### config.mk
export PLATFORM = sky130hd
export DESIGN_NAME = cmp_one_ctrl
export DESIGN_NICKNAME = d
export VERILOG_FILES = /design/src/inc/cmp_one_pkg.sv /design/src/hdl/cmp_instr_tick.sv /design/src/hdl/cmp_one_ctrl.sv /design/src/hdl/cmp_sync3.sv
export SDC_FILE = /design/constraint.sdc
export NUM_CORES = 1
export LEC_CHECK = 0
export ABC_AREA = 0
export BUFFER_PORTS_ARGS = -buffer_cell sky130_fd_sc_hd__buf_2
export CAP_MARGIN = 15
export CORE_MARGIN = 3
export CORE_UTILIZATION = 45
export DETAILED_ROUTE_END_ITERATION = 16
export GPL_ROUTABILITY_DRIVEN = 0
export PLACE_DENSITY = 0.79
export SYNTH_ARGS = -nofsm -noshare
export SYNTH_HDL_FRONTEND = slang
export SYNTH_SLANG_ARGS = --single-unit
### constraint.sdc
create_clock -name aclk -period 2.28 [get_ports aclk]
set_input_delay 0.57 -clock aclk [delete_from_list [all_inputs] [get_ports aclk]]
set_output_delay 0.57 -clock aclk [all_outputs]
set_load 0.01 [all_outputs]
### src/inc/cmp_one_pkg.sv
/*
 * constants for the first comparator control block: register indices,
 * field positions, reset values, bus responses and timing counts.
 * assumes a 32-bit AXI4-Lite bus, one register per aligned word.
 */
`default_nettype none

package cmp_one_pkg;

	// ---------------------------------------------------------------
	// register map (index, byte address is four times the index)
	// ---------------------------------------------------------------
	localparam int          ADDR_W    = 12;
	localparam logic [11:0] CTRL_IDX  = 12'h119;
	localparam logic [11:0] STAT_IDX  = 12'h120;
	localparam logic [11:0] MASK_IDX  = 12'h121;

	// ---------------------------------------------------------------
	// control register fields
	// ---------------------------------------------------------------
	localparam int         ENABLE_BIT = 7;
	localparam int         RESULT_BIT = 6;
	localparam int         PIN_OE_BIT = 5;
	localparam int         INVERT_BIT = 4;
	localparam int         SPEED_BIT  = 3;
	localparam int         REFSEL_BIT = 2;
	localparam int         CHAN_HI    = 1;
	localparam int         CHAN_LO    = 0;
	localparam logic [7:0] CTRL_RESET = 8'h00;
	localparam logic [7:0] CTRL_WMASK = 8'hbf;

	// ---------------------------------------------------------------
	// status and mask fields
	// ---------------------------------------------------------------
	localparam int         EV_W       = 3;
	localparam int         EV_CHANGE  = 0;
	localparam int         EV_RISE    = 1;
	localparam int         EV_FALL    = 2;
	localparam logic [2:0] EV_RESET   = 3'h0;

	// ---------------------------------------------------------------
	// bus responses
	// ---------------------------------------------------------------
	localparam logic [1:0] RESP_OKAY   = 2'h0;
	localparam logic [1:0] RESP_SLVERR = 2'h2;

	// ---------------------------------------------------------------
	// timing
	// ---------------------------------------------------------------
	localparam int CLK_PERIOD_NS  = 50;
	localparam int INSTR_CYCLE_NS = 200;
	localparam int INSTR_CLKS     = INSTR_CYCLE_NS / CLK_PERIOD_NS;

	typedef enum logic [1:0] {
		SEL_CTRL = 2'h0,
		SEL_STAT = 2'h1,
		SEL_MASK = 2'h3,
		SEL_NONE = 2'h2
	} reg_sel_t;

endpackage : cmp_one_pkg

`default_nettype wire

### src/hdl/cmp_instr_tick.sv
/*
 * instruction-cycle strobe: one pulse every CLKS clocks.
 * assumes a free-running aclk.
 */
`timescale 1ns/10ps
`default_nettype none

module cmp_instr_tick #(
	parameter int CLKS = 4
) (
	// clock and reset
	input  wire logic aclk,
	input  wire logic aresetn,
	// strobe
	output var  logic tick
);

	localparam int CW = $clog2(CLKS);
	localparam logic [CW-1:0] LAST = CW'(CLKS - 1);

	logic [CW-1:0] count;

	always_ff @(posedge aclk)
	begin
		if (!aresetn)
			count <= '0;
		else if (count == LAST)
			count <= '0;
		else
			count <= count + CW'(1);
	end

	assign tick = (count == LAST);

endmodule : cmp_instr_tick

`default_nettype wire

### src/hdl/cmp_one_ctrl.sv
/*
 * first comparator: control register, result latch, pin gating and
 * change interrupt behind an AXI4-Lite slave.
 * assumes the analog array reports, for each {reference, channel}
 * choice, whether the non-inverting input exceeds the inverting one.
 */
// Chosen here: register access over AXI4-Lite.
`timescale 1ns/10ps
`default_nettype none

// Functional notes
// RULE1: the comparator works only while control bit 7 is set.
// RULE2: bits 1:0 pick one of four pins for the inverting input.
// RULE3: bit 2 picks the internal reference (1) or the plus pin (0).
// RULE4: bit 6 is a read-only result flag that resets to 0.
// RULE5: the flag is 1 when plus exceeds minus, inverted by bit 4.
// RULE6: the flag is latched each instruction cycle; the pin is not.
// RULE7: the pin is driven only with output enable, enable, direction 0.
// RULE8: the interrupt works the same whatever the pin enable says.
// RULE9: bit 3 selects normal speed (1) or low power (0), reset 0.
// RULE10: writes touch only writable bits; all bits read 0 after reset.
module cmp_one_ctrl #(
	parameter int INSTR_CLKS = cmp_one_pkg::INSTR_CLKS
) (
	// clock and reset
	input  wire logic                           aclk,
	input  wire logic                           aresetn,
	// write address channel
	input  wire logic [cmp_one_pkg::ADDR_W-1:0] awaddr,
	input  wire logic                           awvalid,
	output var  logic                           awready,
	// write data channel
	input  wire logic [31:0]                    wdata,
	input  wire logic [3:0]                     wstrb,
	input  wire logic                           wvalid,
	output var  logic                           wready,
	// write response channel
	output var  logic [1:0]                     bresp,
	output var  logic                           bvalid,
	input  wire logic                           bready,
	// read address channel
	input  wire logic [cmp_one_pkg::ADDR_W-1:0] araddr,
	input  wire logic                           arvalid,
	output var  logic                           arready,
	// read data channel
	output var  logic [31:0]                    rdata,
	output var  logic [1:0]                     rresp,
	output var  logic                           rvalid,
	input  wire logic                           rready,
	// analog core
	input  wire logic [7:0]                     plus_above_minus,
	output var  logic                           cmp_enable,
	output var  logic [1:0]                     cmp_channel_select,
	output var  logic                           cmp_reference_select,
	output var  logic                           cmp_speed_normal,
	// output pin
	input  wire logic                           port_a_direction,
	output var  logic                           cmp_pin_out,
	output var  logic                           cmp_pin_oe,
	// interrupt
	output var  logic                           irq
);
	import cmp_one_pkg::*;

	// ---------------------------------------------------------------
	// address decode
	// ---------------------------------------------------------------
	function automatic reg_sel_t decode(input logic [ADDR_W-1:0] a);
		reg_sel_t s;
		s = SEL_NONE;
		if (a[1:0] == 2'h0)
		begin
			if (a[ADDR_W-1:2] == CTRL_IDX[ADDR_W-3:0])
				s = SEL_CTRL;
			else if (a[ADDR_W-1:2] == STAT_IDX[ADDR_W-3:0])
				s = SEL_STAT;
			else if (a[ADDR_W-1:2] == MASK_IDX[ADDR_W-3:0])
				s = SEL_MASK;
		end
		return s;
	endfunction : decode

	logic [7:0]      ctrl;
	logic            cmp_result;
	logic            result_prev;
	logic [EV_W-1:0] status;
	logic [EV_W-1:0] mask;
	logic [EV_W-1:0] events;
	logic            tick;
	logic            raw_sel;
	logic            raw_sync;
	logic            aw_held;
	logic            w_held;
	logic [ADDR_W-1:0] aw_addr_q;
	logic [31:0]     w_data_q;
	logic [3:0]      w_strb_q;
	logic            do_write;
	logic            do_read;
	reg_sel_t        wr_sel;
	reg_sel_t        rd_sel;
	logic [7:0]      ctrl_view;

	// ---------------------------------------------------------------
	// analog steering
	// ---------------------------------------------------------------
	assign cmp_enable           = ctrl[ENABLE_BIT]; // RULE1
	assign cmp_channel_select   = ctrl[CHAN_HI:CHAN_LO]; // RULE2
	assign cmp_reference_select = ctrl[REFSEL_BIT]; // RULE3
	assign cmp_speed_normal     = ctrl[SPEED_BIT]; // RULE9

	// pick the decision of the selected input pair
	assign raw_sel = plus_above_minus[{ctrl[REFSEL_BIT],
		ctrl[CHAN_HI:CHAN_LO]}]; // RULE2 RULE3

	// ---------------------------------------------------------------
	// pin path
	// ---------------------------------------------------------------
	// unlatched on purpose: the pin follows the comparator directly
	assign cmp_pin_out = ctrl[ENABLE_BIT] &
		(raw_sel ^ ctrl[INVERT_BIT]); // RULE6 RULE5
	assign cmp_pin_oe  = ctrl[PIN_OE_BIT] & ctrl[ENABLE_BIT] &
		~port_a_direction; // RULE7

	// ---------------------------------------------------------------
	// result latch
	// ---------------------------------------------------------------
	cmp_sync3 u_sync (
		.aclk     (aclk),
		.aresetn  (aresetn),
		.async_in (raw_sel),
		.sync_out (raw_sync)
	);

	cmp_instr_tick #(
		.CLKS (INSTR_CLKS)
	) u_tick (
		.aclk    (aclk),
		.aresetn (aresetn),
		.tick    (tick)
	);

	// disabled comparator reads as 0 whatever the polarity
	always_ff @(posedge aclk)
	begin
		if (!aresetn)
			cmp_result <= 1'b0; // RULE4
		else if (tick)
			cmp_result <= ctrl[ENABLE_BIT] &
				(raw_sync ^ ctrl[INVERT_BIT]); // RULE6 RULE5 RULE1
	end

	always_ff @(posedge aclk)
	begin
		if (!aresetn)
			result_prev <= 1'b0;
		else
			result_prev <= cmp_result;
	end

	// ---------------------------------------------------------------
	// interrupt
	// ---------------------------------------------------------------
	// sourced from the latched flag, never from the pin gating
	always_comb
	begin
		events            = '0;
		events[EV_CHANGE] = cmp_result ^ result_prev; // RULE8
		events[EV_RISE]   = cmp_result & ~result_prev;
		events[EV_FALL]   = ~cmp_result & result_prev;
	end

	// a new event in the clearing read cycle is kept
	always_ff @(posedge aclk)
	begin
		if (!aresetn)
			status <= EV_RESET;
		else if (do_read && rd_sel == SEL_STAT)
			status <= events;
		else
			status <= status | events;
	end

	assign irq = |(status & mask); // RULE8

	// ---------------------------------------------------------------
	// write channel
	// ---------------------------------------------------------------
	assign awready  = !aw_held && !bvalid;
	assign wready   = !w_held && !bvalid;
	assign do_write = aw_held && w_held && !bvalid;
	assign wr_sel   = decode(aw_addr_q);

	always_ff @(posedge aclk)
	begin
		if (!aresetn)
			aw_held <= 1'b0;
		else if (awvalid && awready)
			aw_held <= 1'b1;
		else if (do_write)
			aw_held <= 1'b0;
	end

	always_ff @(posedge aclk)
	begin
		if (!aresetn)
			w_held <= 1'b0;
		else if (wvalid && wready)
			w_held <= 1'b1;
		else if (do_write)
			w_held <= 1'b0;
	end

	always_ff @(posedge aclk)
	begin
		if (!aresetn)
		begin
			aw_addr_q <= '0;
			w_data_q  <= '0;
			w_strb_q  <= '0;
		end
		else
		begin
			if (awvalid && awready)
				aw_addr_q <= awaddr;
			if (wvalid && wready)
			begin
				w_data_q <= wdata;
				w_strb_q <= wstrb;
			end
		end
	end

	always_ff @(posedge aclk)
	begin
		if (!aresetn)
		begin
			bvalid <= 1'b0;
			bresp  <= RESP_OKAY;
		end
		else if (do_write)
		begin
			bvalid <= 1'b1;
			bresp  <= (wr_sel == SEL_NONE) ? RESP_SLVERR : RESP_OKAY;
		end
		else if (bready)
			bvalid <= 1'b0;
	end

	// ---------------------------------------------------------------
	// registers
	// ---------------------------------------------------------------
	// only byte lane 0 carries data; the result bit is never stored
	always_ff @(posedge aclk)
	begin
		if (!aresetn)
			ctrl <= CTRL_RESET; // RULE10 RULE9
		else if (do_write && wr_sel == SEL_CTRL && w_strb_q[0])
			ctrl <= w_data_q[7:0] & CTRL_WMASK; // RULE10
	end

	always_ff @(posedge aclk)
	begin
		if (!aresetn)
			mask <= EV_RESET;
		else if (do_write && wr_sel == SEL_MASK && w_strb_q[0])
			mask <= w_data_q[EV_W-1:0];
	end

	// ---------------------------------------------------------------
	// read channel
	// ---------------------------------------------------------------
	assign arready = !rvalid;
	assign do_read = arvalid && arready;
	assign rd_sel  = decode(araddr);

	always_comb
	begin
		ctrl_view             = ctrl;
		ctrl_view[RESULT_BIT] = cmp_result; // RULE4
	end

	always_ff @(posedge aclk)
	begin
		if (!aresetn)
		begin
			rvalid <= 1'b0;
			rdata  <= '0;
			rresp  <= RESP_OKAY;
		end
		else if (do_read)
		begin
			rvalid <= 1'b1;
			rresp  <= RESP_OKAY;
			unique case (rd_sel)
				SEL_CTRL: rdata <= {24'h000000, ctrl_view};
				SEL_STAT: rdata <= {29'h00000000, status};
				SEL_MASK: rdata <= {29'h00000000, mask};
				SEL_NONE:
				begin
					rdata <= '0;
					rresp <= RESP_SLVERR;
				end
			endcase
		end
		else if (rready)
			rvalid <= 1'b0;
	end
endmodule : cmp_one_ctrl

`default_nettype wire

### src/hdl/cmp_sync3.sv
/*
 * three-stage synchroniser with an agreement filter.
 * assumes the input is asynchronous to aclk.
 */
`timescale 1ns/10ps
`default_nettype none

module cmp_sync3 (
	// clock and reset
	input  wire logic aclk,
	input  wire logic aresetn,
	// data
	input  wire logic async_in,
	output var  logic sync_out
);

	logic stage1;
	logic stage2;
	logic stage3;

	// first stage feeds only the second
	always_ff @(posedge aclk)
	begin
		if (!aresetn)
		begin
			stage1 <= 1'b0;
			stage2 <= 1'b0;
			stage3 <= 1'b0;
		end
		else
		begin
			stage1 <= async_in;
			stage2 <= stage1;
			stage3 <= stage2;
		end
	end

	always_ff @(posedge aclk)
	begin
		if (!aresetn)
			sync_out <= 1'b0;
		else if (stage2 == stage3)
			sync_out <= stage3;
	end

endmodule : cmp_sync3

`default_nettype wire

==> summary.txt <==
Core Area: 5200 µm²
Initial Util: 0.475
GR Overflow Total: 0
Hold path endpoint: u_tick.count[0]
Fin nets: 433
Clock transition at path regs: 100 ps
Vias in the first global route: 1855
# clock sinks: 55
Antenna cells: 0
Met3 GRT Util: 0.0426
Final period utilization: 1.04
Die width: 80.1 µm
Clock Tree Root: clkbuf_8
First-pass GRT wire length: 8.05 mm
Vias: 2030
Initial antenna violation count: 0
Compound-cell area share of the yosys netlist: 0.132
Max rail drop VDD: 0.392 mV
Remaining DRCs: 0
CP Class: flop to primary output
Post-DRT Antenna Nets: 0
Failing checks: setup timing
Terminus of the critical flop-to-flop path: mask[0]
Synth Area in XOR/XNOR: 0.00709
Seq pwr share: 0.538
Top cells by area, synth: dfxtp_1 (45%), nand2_1 (9.3%), buf_4 (8.5%)
Net switching power: 0.000458 W
Worst slew pin tran: 576 ps
Count of unique library cells instantiated by Yosys: 42
Slowest cell on the critical path: mux4_2
Total of max-cap violations: 0
Clk_skew: 9.95 ps
Largest family of logic cells by synthesized area: simple AND/OR/NAND/NOR gates
R2R Setup Slk: 640 ps
Int Pwr: 0.00144 W
Chip height: 80.1 µm
Worst-path fanout max: 3
DRT iter0 DRCs: 81
Total Negative Setup Slacks: -97.6 ps
Sw frac: 0.241
Hold Startpoint: u_tick.count[0]
Hold Path Depth: 1
Largest net degree at the start of global routing: 28
DP Worst Slack: -60.1 ps
Post-synthesis sequential area ratio: 0.446
YS warnings: 0
Clock buffer count from CTS: 5
Synth top cells by count: nand2_1 (61), dfxtp_1 (55), a21oi_1 (28), buf_4 (28), nor2_1 (16)
Max Clk Rate: 0.421 GHz
H-tree lvl count: 2
Async SR Flop Fraction: 0
Vias per inst: 4.78
Avg Cell Area, Syn: 8.61 µm²
FF-to-FF Start: aw_addr_q[8]
Unrepaired setup endpoints after global routing: true
CP required: 1710 ps
Tightest Hold Check Type: flop to flop
P_leak: 1.28 nW
Top-count cell post-synth: nand2_1
Post-Synth Simple-Gate Area: 0.235
Clock share of power: 0.351
GRT busiest layer: met2
Worst path cell trace: mux4_2 -> mux2i_1 -> buf_4 -> xnor2_2 -> and2_4 -> buf_6
CP peak stage delay: 480 ps
Synth-to-layout area growth: 18.4%
CTS tree: built
FF+latch count, synth: 55
Post-CTS Setup Bufs: 0
Dpl hpwl: 3.79 mm
Worst setup margin: -97.6 ps
Max Buffers Root-to-Sink: 2
Mapped Area: 2470 µm²
First-pass DRT Iterations: 4
Main flop type after synthesis: dfxtp_1
Crit path arrival time: 1810 ps
Port bufs: 70
Synthesized instance count: 287
Final Max Slew Viols: 0
Routed len/inst: 11.4 µm
M1 GR Usage: 0.194
Synth top area share: 0.446
Rows: 26
Endpoint class of the critical path: primary output
Tmin final: 2380 ps
Layout cells sized above 1: 0.270
PD cells: 650 nW/µm²
Status: finished with violations
Area leader, netlist: dfxtp_1
Source-to-sink clock delay at the later pin of the worst-skew pair: 310 ps
Mux cell area share after synthesis: 0.0466
Fin Hold WS: 431 ps
Logic pwr share: 0.111
R2r worst-path depth: 4
Post-synth EDFFs: 0
Max_slew headroom: 0.611
Adder-cell share of the synthesized area: 0.0152
Total length of routed wires: 4.86 mm
Final-report hold violation count: 0
GRT met2 Usage: 0.268
Die area: 6410 µm²
Overall Global Routing Usage: 0.156
Setup-failing EPs final: 1
I/O pins: 125
Crit start category: flop
## cells by family after synthesis
logic type | after synthesis
xor+xnor | 2
mux | 9
compound gates | 56
flops | 55
fa+ha+maj | 3
buf+inv | 47
simple gates | 114
other cells | 1
## power by group through the flow
| stage | Clock [W] | Sequential [W] | Combinational [W] |
|---|---|---|---|
| 6_report | 0.000667 | 0.00102 | 0.000210 |
| 3_3_place_gp | 0 | 0.00104 | 0.000205 |
| 5_1_grt | 0.000721 | 0.00103 | 0.000239 |
| 4_1_cts | 0.000682 | 0.00102 | 0.000211 |
| 3_5_place_dp | 0 | 0.00105 | 0.000210 |
| 2_1_floorplan | 0 | 0.00104 | 0.000167 |
## worst max-delay path by stage
stage	start	endpoint	depth (start not counted)
floorplan	plus_above_minus[7]	cmp_pin_out	4
global placement	plus_above_minus[7]	cmp_pin_out	7
detailed placement	plus_above_minus[6]	cmp_pin_out	7
CTS	ctrl[1]	cmp_pin_out	6
global route	ctrl[1]	cmp_pin_out	6
finish	ctrl[1]	cmp_pin_out	6
## cells in the final DEF, fill, tap and decap left out, types with 2 or more instances in the layout
cell type / Yosys / final
mux4_2: 2 / 2
dfxtp_1: 55 / 54
and2_1: 5 / 4
nand2_1: 61 / 61
nor3b_1: 2 / 2
o2bb2ai_1: 2 / 2
clkbuf_8: 0 / 6
mux2i_1: 7 / 7
a21oi_1: 28 / 28
inv_1: 7 / 7
conb_1: 1 / 26
or3b_2: 2 / 2
a22oi_1: 5 / 5
buf_2: 1 / 69
and4b_1: 4 / 4
nor2_1: 16 / 16
nand3_1: 9 / 9
buf_4: 28 / 4
ha_1: 3 / 3
nand2b_1: 5 / 5
o21ai_0: 14 / 14
## metrics by stage
stage | power [W] | instance area, µm² | utilization | std cells
3_5_place_dp | 0.00126 | 2790 | 0.536 | 417
2_1_floorplan | 0.00121 | 2560 | - | 312
4_1_cts | 0.00192 | 2910 | 0.560 | 425
6_report | 0.00190 | 2930 | 0.562 | 425
3_3_place_gp | 0.00125 | 2790 | 0.536 | 417
5_1_grt | 0.00199 | 2930 | 0.562 | 425
## critical path: cells and delay by family, from the launching register on
kind,cells,cell delay [ps]
muxes,2,630
DFF,1,380
and+or+nand+nor,1,150
xor gates and xnor gates,1,100
buffers and inverters,2,240
## routing by layer
layer / share of wire / routed length (µm) / vias up
met5: 0 / 0 / -
met2: 0.49 / 2380 / 55
met4: 0.011 / 51 / 0
li1: - / - / 1051
met1: 0.44 / 2160 / 917
met3: 0.054 / 261 / 7
## what timing repair did
action / 4_1_cts / 5_1_grt
gates resized for setup: 2 / 3
hold buffers: 0 / 0
gates cloned: 0 / 0
setup endpoints to repair: 1 / 1
pin swaps: 1 / 0
## final cells by class
type	count	area (µm²)
fill	482	2280
multi-input combinational	210	1180
sequential	55	1100
timing repair buffer	75	407
tap	70	87.6
clock buffer	6	82.6
clock inverter	2	35.0
inverter	7	26.3
## registers in the layout, summed over array words and instances (netlist names)
signal and flops:
bvalid 1, result_prev 1, u_sync.sync_out 1, rresp 1, u_sync.stage3 1, u_sync.stage1 1, aw_held 1, bresp 1
ctrl 7, rvalid 1, w_data_q 7, u_sync.stage2 1, mask 3, status 3, rdata 8, cmp_result 1
w_strb_q 1, w_held 1, u_tick.count 2, aw_addr_q 12
Power figures use the tool's default switching activity.
